===== src/core/sho_pkg.sv =====
// Shared constants and carrier types for the subtract and halt execution block
package sho_pkg;

  // Register byte offsets on the AXI4-Lite slave
  localparam int unsigned ADDR_W     = 12;
  localparam logic [11:0] OFF_INSTR  = 12'h000;
  localparam logic [11:0] OFF_ACC    = 12'h004;
  localparam logic [11:0] OFF_STATUS = 12'h008;
  localparam logic [11:0] OFF_WDT    = 12'h00c;
  localparam logic [11:0] OFF_WAKE   = 12'h010;
  localparam logic [11:0] OFF_FILE   = 12'h200;
  localparam logic [11:0] FILE_MASK  = 12'he00;

  // Operation codes in the instruction word
  localparam logic [1:0] OP_LIT    = 2'h0;
  localparam logic [1:0] OP_REG    = 2'h1;
  localparam logic [1:0] OP_BORROW = 2'h2;
  localparam logic [1:0] OP_HALT   = 2'h3;

  // Instruction cycle timing: four oscillator periods per cycle
  localparam int unsigned OSC_PER_INSTR = 4;
  localparam logic [1:0]  Q_LAST        = 2'(OSC_PER_INSTR - 1);

  localparam logic [1:0] RESP_OKAY   = 2'h0;
  localparam logic [1:0] RESP_SLVERR = 2'h2;
  localparam logic       CARRY_NONE  = 1'h1;
  localparam logic [7:0] WDT_CLEAR   = 8'h00;
  localparam logic [7:0] BYTE_ONE    = 8'h01;

  // Instruction word: lit [7:0], file address [14:8], dest [15], op [17:16]
  typedef struct packed {
    logic [1:0] op;
    logic       dest;
    logic [6:0] faddr;
    logic [7:0] lit;
  } sho_instr_t;

  // Status word, bit 6 downward
  typedef struct packed {
    logic busy;
    logic halted;
    logic watchdog_expiry_flag;
    logic power_down_flag;
    logic result_null_flag;
    logic half_borrow_flag;
    logic borrow_inv_flag;
  } sho_status_t;

  localparam sho_status_t STATUS_RST = 7'h18;

  typedef enum logic [5:0] {
    SEL_INSTR  = 6'h01,
    SEL_ACC    = 6'h02,
    SEL_STATUS = 6'h04,
    SEL_WDT    = 6'h08,
    SEL_WAKE   = 6'h10,
    SEL_FILE   = 6'h20,
    SEL_NONE   = 6'h00
  } sho_sel_t;

  typedef enum logic [2:0] {
    ST_IDLE = 3'h1,
    ST_WAIT = 3'h2,
    ST_EXEC = 3'h4
  } sho_exec_t;

  typedef struct packed {
    sho_exec_t        st;
    logic [1:0]       q;
    sho_instr_t       instr;
    logic [7:0]       acc;
    sho_status_t      status;
    logic [7:0]       watchdog_counter;
    logic [7:0]       prescaler;
    logic [127:0][7:0] file;
    logic             aw_held;
    logic             w_held;
    logic [11:0]      awaddr;
    logic [31:0]      wdata;
    logic [3:0]       wstrb;
    logic             awready;
    logic             wready;
    logic             bvalid;
    logic [1:0]       bresp;
    logic             arready;
    logic             rvalid;
    logic [31:0]      rdata;
    logic [1:0]       rresp;
  } sho_state_t;

endpackage : sho_pkg


===== src/core/sho_core.sv =====
// Subtract and halt execution core with AXI4-Lite register access
// Contract
// - Literal-minus-accumulator: immediate minus W, result written into W.
// - Subtracts update borrow-inverse, half-borrow and result-null flags from the subtractor outputs.
// - Register-minus-accumulator: file minus W, dest 0 to W, 1 to file.
// - Borrow form also subtracts inverted borrow-inverse flag; stores per dest bit.
// - Halt clears power-down flag and sets watchdog-expiry flag.
// - Halt loads watchdog counter with zero and clears its prescaler.
// - After halt the core stops its oscillator and executes nothing more until a write of 1 to bit 0 of the wake register.
// - One instruction cycle equals four oscillator periods.
// - Each subtract and halt operation completes in one instruction cycle.
//
// Implementation choices: the AXI4-Lite register port and the placing of the registers.
`timescale 1ns/100ps
module sho_core
  import sho_pkg::*;
(
  input  wire logic        core_clk,
  input  wire logic        sys_rst,
  input  wire logic [11:0] awaddr,
  input  wire logic        awvalid,
  output logic             awready,
  input  wire logic [31:0] wdata,
  input  wire logic [3:0]  wstrb,
  input  wire logic        wvalid,
  output logic             wready,
  output logic [1:0]       bresp,
  output logic             bvalid,
  input  wire logic        bready,
  input  wire logic [11:0] araddr,
  input  wire logic        arvalid,
  output logic             arready,
  output logic [31:0]      rdata,
  output logic [1:0]       rresp,
  output logic             rvalid,
  input  wire logic        rready,
  output logic             halted
);
  import sho_pkg::*;

  sho_state_t s;
  sho_state_t next_s;

  logic [7:0] alu_a;
  logic       alu_cin;
  logic [7:0] alu_res;
  logic       alu_c;
  logic       alu_dc;
  logic       alu_z;
  sho_sel_t   wsel;
  sho_sel_t   rsel;

  function automatic sho_sel_t reg_sel(input logic [11:0] addr);
    sho_sel_t sel;
    sel = SEL_NONE;
    if ((addr & FILE_MASK) == OFF_FILE)
      sel = SEL_FILE;
    else if (addr == OFF_INSTR)
      sel = SEL_INSTR;
    else if (addr == OFF_ACC)
      sel = SEL_ACC;
    else if (addr == OFF_STATUS)
      sel = SEL_STATUS;
    else if (addr == OFF_WDT)
      sel = SEL_WDT;
    else if (addr == OFF_WAKE)
      sel = SEL_WAKE;
    return sel;
  endfunction : reg_sel

  // Byte-lane merge of a write onto the current register contents
  function automatic logic [31:0] wmerge(input logic [31:0] old,
                                         input logic [31:0] data,
                                         input logic [3:0]  strb);
    logic [31:0] res;
    res = old;
    for (int i = 0; i < 4; i++)
    begin
      if (strb[i])
        res[8*i +: 8] = data[8*i +: 8];
    end
    return res;
  endfunction : wmerge

  always_comb
  begin
    alu_a   = (s.instr.op == OP_LIT) ? s.instr.lit : s.file[s.instr.faddr];
    alu_cin = (s.instr.op == OP_BORROW) ? s.status.borrow_inv_flag : CARRY_NONE;
  end

  sho_sub u_sub (
    .minuend     (alu_a),
    .subtrahend  (s.acc),
    .carry_in    (alu_cin),
    .result      (alu_res),
    .borrow_inv  (alu_c),
    .half_borrow (alu_dc),
    .result_null (alu_z)
  );

  always_comb
  begin
    logic [31:0] merged;
    merged = 32'h0000_0000;
    next_s = s;
    wsel   = reg_sel(s.awaddr);
    rsel   = reg_sel(araddr);

    // four oscillator periods per instruction cycle
    if (!s.status.halted)
      next_s.q = s.q + 2'h1;

    // Watchdog prescaler ticks once per instruction cycle while running
    if (!s.status.halted && s.q == Q_LAST)
    begin
      next_s.prescaler = s.prescaler + BYTE_ONE;
      if (s.prescaler == 8'hff)
        next_s.watchdog_counter = s.watchdog_counter + BYTE_ONE;
    end

    // Write channel: address and data taken in either order
    if (s.awready && awvalid)
    begin
      next_s.aw_held = 1'b1;
      next_s.awaddr  = awaddr;
    end
    if (s.wready && wvalid)
    begin
      next_s.w_held = 1'b1;
      next_s.wdata  = wdata;
      next_s.wstrb  = wstrb;
    end
    if (s.bvalid && bready)
      next_s.bvalid = 1'b0;

    if (s.aw_held && s.w_held && !s.bvalid)
    begin
      next_s.aw_held = 1'b0;
      next_s.w_held  = 1'b0;
      next_s.bvalid  = 1'b1;
      next_s.bresp   = RESP_OKAY;
      case (wsel)
        SEL_INSTR:
        begin
          // Refused while an instruction is in flight or the core is halted
          if (s.st == ST_IDLE && !s.status.halted)
          begin
            merged       = wmerge({14'h0000, s.instr}, s.wdata, s.wstrb);
            next_s.instr = sho_instr_t'(merged[17:0]);
            next_s.st    = ST_WAIT;
          end
          else
            next_s.bresp = RESP_SLVERR;
        end
        SEL_ACC:
        begin
          merged     = wmerge({24'h000000, s.acc}, s.wdata, s.wstrb);
          next_s.acc = merged[7:0];
        end
        SEL_STATUS:
        begin
          // Only the arithmetic flags are writable, so chains can be seeded
          if (s.wstrb[0])
          begin
            next_s.status.borrow_inv_flag  = s.wdata[0];
            next_s.status.half_borrow_flag = s.wdata[1];
            next_s.status.result_null_flag = s.wdata[2];
          end
        end
        SEL_WAKE:
        begin
          if (s.wstrb[0] && s.wdata[0])
            next_s.status.halted = 1'b0;
        end
        SEL_FILE:
        begin
          if (s.wstrb[0])
            next_s.file[s.awaddr[8:2]] = s.wdata[7:0];
        end
        SEL_WDT:
          next_s.bresp = RESP_OKAY;
        default:
          next_s.bresp = RESP_SLVERR;
      endcase
    end
    next_s.awready = !next_s.aw_held && !next_s.bvalid;
    next_s.wready  = !next_s.w_held && !next_s.bvalid;

    // Read channel: one read in flight, data one cycle after the address
    if (s.rvalid && rready)
      next_s.rvalid = 1'b0;
    if (s.arready && arvalid)
    begin
      next_s.rvalid = 1'b1;
      next_s.rresp  = RESP_OKAY;
      case (rsel)
        SEL_INSTR:  next_s.rdata = {14'h0000, s.instr};
        SEL_ACC:    next_s.rdata = {24'h000000, s.acc};
        SEL_STATUS: next_s.rdata = {25'h0000000, s.status};
        SEL_WDT:    next_s.rdata = {16'h0000, s.prescaler, s.watchdog_counter};
        SEL_WAKE:   next_s.rdata = 32'h0000_0000;
        SEL_FILE:   next_s.rdata = {24'h000000, s.file[araddr[8:2]]};
        default:
        begin
          next_s.rdata = 32'h0000_0000;
          next_s.rresp = RESP_SLVERR;
        end
      endcase
    end
    next_s.arready = !next_s.rvalid;

    // Execution sequencer; commit overrides a same-cycle software write
    case (s.st)
      // Issue from an instruction write above must survive this branch
      ST_IDLE:
      begin
      end
      ST_WAIT:
      begin
        if (!s.status.halted && s.q == Q_LAST)
          next_s.st = ST_EXEC;
      end
      ST_EXEC:
      begin
        // commit at the end of one instruction cycle
        if (s.q == Q_LAST)
        begin
          next_s.st = ST_IDLE;
          if (s.instr.op == OP_HALT)
          begin
            next_s.status.power_down_flag      = 1'b0;
            next_s.status.watchdog_expiry_flag = 1'b1;
            next_s.watchdog_counter = WDT_CLEAR;
            next_s.prescaler        = WDT_CLEAR;
            next_s.status.halted = 1'b1;
            next_s.q             = 2'h0;
          end
          else
          begin
            next_s.status.borrow_inv_flag  = alu_c;
            next_s.status.half_borrow_flag = alu_dc;
            next_s.status.result_null_flag = alu_z;
            // destination bit picks W or file
            if (s.instr.op != OP_LIT && s.instr.dest)
              next_s.file[s.instr.faddr] = alu_res;
            else
              next_s.acc = alu_res;
          end
        end
      end
      default:
        next_s.st = ST_IDLE;
    endcase
    next_s.status.busy = (next_s.st != ST_IDLE);
  end

  always_ff @(posedge core_clk or posedge sys_rst)
  begin
    if (sys_rst)
    begin
      s         <= '0;
      s.st      <= ST_IDLE;
      s.status  <= STATUS_RST;
      s.awready <= 1'b1;
      s.wready  <= 1'b1;
      s.arready <= 1'b1;
    end
    else
      s <= next_s;
  end

  assign awready = s.awready;
  assign wready  = s.wready;
  assign bvalid  = s.bvalid;
  assign bresp   = s.bresp;
  assign arready = s.arready;
  assign rvalid  = s.rvalid;
  assign rdata   = s.rdata;
  assign rresp   = s.rresp;
  assign halted  = s.status.halted;

endmodule : sho_core


===== src/core/sho_sub.sv =====
// Eight-bit subtractor with borrow-inverse and half-borrow outputs
`timescale 1ns/100ps
module sho_sub
  import sho_pkg::*;
(
  input  wire logic [7:0] minuend,
  input  wire logic [7:0] subtrahend,
  input  wire logic       carry_in,
  output logic      [7:0] result,
  output logic            borrow_inv,
  output logic            half_borrow,
  output logic            result_null
);
  logic [8:0] full_sum;
  logic [4:0] low_sum;

  // Two's complement: a + ~b + carry; carry out of 1 means no borrow
  always_comb
  begin
    full_sum    = {1'b0, minuend} + {1'b0, ~subtrahend} + {8'h00, carry_in};
    low_sum     = {1'b0, minuend[3:0]} + {1'b0, ~subtrahend[3:0]} + {4'h0, carry_in};
    result      = full_sum[7:0];
    borrow_inv  = full_sum[8];
    half_borrow = low_sum[4];
    result_null = (full_sum[7:0] == 8'h00);
  end

endmodule : sho_sub


===== config.mk =====
export PLATFORM = sky130hd
export DESIGN_NAME = sho_core
export DESIGN_NICKNAME = d
export VERILOG_FILES = /design/src/core/sho_pkg.sv /design/src/core/sho_core.sv /design/src/core/sho_sub.sv
export SDC_FILE = /design/constraint.sdc
export NUM_CORES = 2
export LEC_CHECK = 0
export BUFFER_PORTS_ARGS = -buffer_cell sky130_fd_sc_hd__buf_2
export CORE_ASPECT_RATIO = 0.9
export CORE_UTILIZATION = 40
export DETAILED_ROUTE_END_ITERATION = 12
export GPL_ROUTABILITY_DRIVEN = 1
export PLACE_DENSITY = 0.6
export SYNTH_ARGS = -nofsm -noshare
export SYNTH_HDL_FRONTEND = slang
export SYNTH_HIERARCHICAL = 1
export SYNTH_SLANG_ARGS = --single-unit

===== constraint.sdc =====
create_clock -name core_clk -period 62.1 [get_ports core_clk]
set_input_delay 3.105 -clock core_clk [delete_from_list [all_inputs] [get_ports core_clk]]
set_output_delay 3.105 -clock core_clk [all_outputs]
set_load 0.01 [all_outputs]

; Word level (Yosys, flattened, before mapping)
; Cells that the tools add are included.
[classes]
n_addsub = 7
order_cmp = 5
n_eq_ne = 30
n_mux = 68
n_bitwise = 2
n_reduce_logical = 32
[ops]
columns = op, count
row1 = 2-to-1 mux 1024 bit, 4
row2 = 2-to-1 mux 1046 bit, 2
row3 = bitwise mux 1024 bit, 2
row4 = 2-to-1 mux 1026 bit, 1
row5 = binary-select mux 8 bit (select 7 bit), 2
row6 = demux 8 bit (select 7 bit), 2
row7 = 2-to-1 mux 8 bit, 13
row8 = case mux 18 bit (5 select lines), 1
row9 = 2-to-1 mux 5 bit, 11
row10 = "equality test 12 x 4 -> 1 bit, second input constant", 4
row11 = 2-to-1 mux 35 bit, 1
row12 = 2-to-1 mux 16 bit, 2
row13 = 2-to-1 mux 3 bit, 10
row14 = "equality test 12 x 3 -> 1 bit, second input constant", 2
row15 = "equality test 12 x 5 -> 1 bit, second input constant", 2
row16 = zero test 12 bit, 2
row17 = "less-than comparator 7 x 8 -> 1 bit, second input constant", 3
row18 = "adder 8 x 1 -> 8 bit, second input constant", 2
row19 = logical AND 1 bit, 15
row20 = ">= comparator 7 x 1 -> 1 bit, second input constant", 2
row21 = "equality test 6 x 1 -> 1 bit, second input constant", 2
row22 = "equality test 6 x 2 -> 1 bit, second input constant", 2
row23 = "equality test 6 x 3 -> 1 bit, second input constant", 2
row24 = "equality test 6 x 4 -> 1 bit, second input constant", 2
row25 = 28 further kinds, 53
[word_totals]
register_bits = 1153
in_bits = 67
out_inout_bits = 42
elab_cells = 300

; Longest topological paths before layout
[depth]
ltp_word = 15
mapped_depth = 22

; Cells and area by module
; Netlist, hierarchy kept.
[by_module_without_submodules]
columns = module, n_inst, cells_per_inst, area_per_inst_um2, seq_area_each_um2
row1 = sho_core, 1, 6900, 70557.7, 28458.5
row2 = sho_sub, 1, 50, 390.4, 0.0

; Worst setup path before layout
; No wires, ideal clock.
[synth_timing]
path_type = input to register
from = in araddr[2]
to = reg s, in the netlist rdata[7]
setup_time_ns = 0.129
t_arrival_ns = 4.970
setup_slack_ns = 57.001
path_stages = 8
path_buffers = 3
cell_sequence = buf_2 -> buf_4 -> buf_2 -> mux4_2 -> mux2_2 -> o22ai_1 -> a31oi_1 -> a2111o_1
[synth_via]
elab_chain_cells = 9
[synth_lines]
columns = item, line_no
row1 = "start, declared", sho_core.sv:30  ; input wire logic [11:0] araddr,
row2 = equality test 12 x 5 -> 1 bit, sho_core.sv:66  ; else if (addr == OFF_WAKE)
row3 = 2-to-1 mux 5 bit, sho_core.sv:66
row4 = 2-to-1 mux 5 bit, sho_core.sv:64  ; else if (addr == OFF_WDT)
row5 = 2-to-1 mux 5 bit, sho_core.sv:62  ; else if (addr == OFF_STATUS)
row6 = 2-to-1 mux 5 bit, sho_core.sv:60  ; else if (addr == OFF_ACC)
row7 = 2-to-1 mux 5 bit, sho_core.sv:58  ; else if (addr == OFF_INSTR)
row8 = 2-to-1 mux 6 bit, sho_core.sv:56  ; if ((addr & FILE_MASK) == OFF_FILE)
row9 = equality test 6 bit (tied with other cells), sho_core.sv:196  ; case (rsel)
row10 = case mux 18 bit (5 select lines) *, sho_core.sv:196
row11 = "end signal, assigned", sho_core.sv:269  ; s <= next_s;
row12 = "end, declared", sho_core.sv:41  ; sho_state_t s;
; Mark *: on every way between the ends. The rest lies on a longest branch, timed or not. The select of a mux whose other input is x is not followed.
; A chain may end at the register's enable or synchronous reset.

==> run_results.csv <==
group,metric,value,unit
place,portBuffers,77,
clock_tree,ctsLongestPathBuffers,3,
synth,yosysUniqueCellTypes,93,
floorplanning,die_y,402,µm
layout,drive_gt1_frac,0.171,
sta,skew,45.5,ps
layout,final_nets,6728,
clock_tree,insertion_delay,820,ps
clock_tree,cts.clk_slew.worst_paths,60,ps
sta,setup_violations,0,
critical_path,start_kind,"flip-flop",
layout,layout_common_cells,"mux2i_1, nand2_1, dfrtp_1",
power_and_ir_drop,switching_share,0.342,
floorplanning,initial_core_util,0.403,
floorplanning,die_area,0.179,mm²
drt,num_vias,60300,
power_and_ir_drop,netSwitchingPower,690,µW
drt,route.detailed.drc,0,
critical_path,cp.required,62810,ps
layout,final_common_cell,"mux2i_1",
critical_path,cp_max_fo,65,
synth,synth_cells,6950,
global_route,grt_pass1_vias,56900,
global_route,overflow,0,
clock_tree,root_buffer,"clkbuf_16",
synth,ys_seq_area_frac,0.401,
status,outcome,"finished, violations left",
place,gp_congestion,1.01,
power_and_ir_drop,power_density,26.2,mW/mm²
floorplanning,row_count,146,
drt,wl_per_cell,32.6,µm
synth,synth.area.top_cells,"dfrtp_1, mux2i_1, mux4_2, o21ai_0, nand2_1",
drt,antenna_left,0,
floorplanning,coreArea,0.176,mm²
power_and_ir_drop,leakage,0.0351,µW
place,dp.cells,8883,
clock_tree,postCtsResizedCells,0,
layout,syn_to_final_growth,8.63,%
synth,syn-cell-area,0.0709,mm²
synth,yosys_register_bits,1137,
place,place_ws,52900,ps
status,failed_checks,"capacitance limit, slew limit",
global_route,grt_pass1_wl,425,mm
synth,synth_edf_count,0,
critical_path,critPathKind,"flip-flop to flip-flop",
sta,worst_slew_pin_slew,1560,ps
critical_path,arrival,10500,ps
clock_tree,cts_hold_buf,0,
job,drv_cap,1,
power_and_ir_drop,clkPwrFrac,0.407,
floorplanning,ios,109,
critical_path,rrSetupSlack,52310,ps
drt,drt_iter0_drc,9421,
drt,wl,298,mm
sta,post-route-min-period,9790,ps
sta,fin_crit_sh,0.158,
clock_tree,post-cts-setup-buffer-count,0,
floorplanning,die_x,446,µm
sta,rsz0062_at_grt,"false",
sta,hold_viol,0,
power_and_ir_drop,power.internal,1330,µW
synth,ys.warnings.count,6,
drt,firstDrtPassIters,10,
layout,layout.cells.non_filler,9127,
global_route,grtUsageTotal,0.326,
hold_path,whs_path_depth,2,
critical_path,rr_worst_depth,22,
synth,synthesis.area_per_instance,10.2,µm²
power_and_ir_drop,p_seq_frac,0.434,
place,dpl.hpwl,189,mm
clock_tree,numCtsBuffers,132,
global_route,antenna_found_initial,21,
global_route,grt_start_max_net_pins,144,
synth,yosys.area.top_type,"dfrtp_1",
power_and_ir_drop,p_comb_frac,0.159,
synth,synthArstFlopShare,1.00,
synth,yosys_most_used_dff,"dfrtp_1",
clock_tree,ctsHtreeMaxLevel,4,
power_and_ir_drop,peakVddDrop,0.0304,mV
hold_path,hold_path.class,"flip-flop to flip-flop",
sta,fmax,102,MHz
sta,relSlewSlack,-0.0524,
sta,worst_slack,52310,ps
critical_path,critPathCaptureType,"flip-flop",
layout,final_core_util,0.438,
synth,synth_top_area_frac,0.399,
clock_tree,cts.sinks,1137,
clock_tree,cts_tree,"built",
sta,finalSetupTns,0,ps
drt,via_per_inst,6.61,
sta,slew_violations,2,
[flip-flops by register name (all words and copies together), names as in the netlist]
signal / cells
rdata: 18
awready: 1
s: 1111
halted: 1
rresp: 1
bresp: 1
wready: 1
rvalid: 1
bvalid: 1
arready: 1
[Yosys cell counts, types with 5 or more instances]
library cell and n:
a211oi_1 18, a21oi_1 228, a221o_1 17, a221oi_1 134, a22o_1 16, a22oi_1 82, a31oi_1 11, and2_1 10
and3_1 13, buf_1 16, buf_2 183, buf_4 91, buf_6 10, clkbuf_1 376, dfrtp_1 1132, dfstp_2 5
ha_1 10, inv_1 21, mux2_2 204, mux2i_1 1172, mux4_2 356, nand2_1 1124, nand2b_1 18, nand3_1 28
nand3b_1 5, nand4_1 15, nor2_1 339, nor2_2 78, nor2b_1 34, nor3_1 26, nor4_1 5, o2111ai_1 5
o211ai_1 14, o21a_1 5, o21ai_0 867, o21ai_1 50, o221ai_1 25, o22ai_1 65, o2bb2ai_1 7, o311ai_0 5
o31ai_1 11, or2_2 14, xnor2_1 7, xor2_1 12
[power by group through the flow]
stage          Sequential (µW)  Clock [µW]  Combinational [µW]
3_3_place_gp               882           0                 309
2_1_floorplan              800           0                 249
6_report                   877         822                 321
3_5_place_dp               884           0                 311
4_1_cts                    871         825                 312
5_1_grt                    877         854                 329
[per-layer routing]
metal,vias up,part of all wire,GRT usage
met4,32,0.064,0.179
li1,24800,-,-
met3,1009,0.14,0.136
met2,4358,0.41,0.448
met5,-,0.00092,0
met1,30100,0.38,0.432
[cell families after synthesis]
logic type	count (synthesis)	synth area share
adder cells (fa/ha/maj)	12	0.00233
other	1	0.0000529
multiplexers	1736	0.312
flip-flops	1137	0.401
AO/OA/AOI/OAI	1603	0.133
AND/OR/NAND/NOR	1743	0.103
XOR/XNOR	19	0.00235
buffers and inverters	699	0.0461
[area by class of cell]
class	count	area, µm²
flip-flops and latches	1137	28500
inverters	23	97.6
clock inverters	43	547
well taps	2368	2960
repair buffers	226	1600
clock buffers	195	3880
fillers	16600	99000
diodes	6	15.0
multi-input cells	5129	39500
[stage by stage]
stage	total power [µW]	cell area (µm²)	hold WS [ps]
final	2020	77100	470
after global placement	1190	72600	461
after floorplan	1050	71000	450
after global routing	2060	77100	490
after detailed placement	1190	72600	463
after CTS	2010	77100	476
[critical path: stages, from the launching register on]
cell,delay [ps]
dfrtp_4,690
buf_4,670
buf_4,620
buf_4,570
nor2b_4,240
buf_4,420
buf_4,600
a22oi_1,190
o221ai_1,600
a22o_1,370
a21oi_1,70
a41oi_1,610
fa_4,420
inv_1,50
fa_1,430
nor2b_1,180
o21ai_0,110
nor3b_1,190
nor2_4,820
buf_4,550
buf_4,700
nand2_1,120
o21ai_0,130
[final timing paths]
| kind | startpoint | endpoint |
|---|---|---|
| worst max-delay path | s[1156]$_DFFE_PP0P_ | s[775]$_DFF_PP0_ |
| worst min-delay path | rdata[9]$_DFFE_PP0P_ | rdata[9]$_DFFE_PP0P_ |
| worst max register to register | s[1156]$_DFFE_PP0P_ | s[775]$_DFF_PP0_ |
| worst min register to register | rdata[9]$_DFFE_PP0P_ | rdata[9]$_DFFE_PP0P_ |
| max in group asynchronous | sys_rst | s[905]$_DFF_PP0_ |
| min in group asynchronous | sys_rst | s[272]$_DFF_PP0_ |
Power figures use the tool's default switching activity.
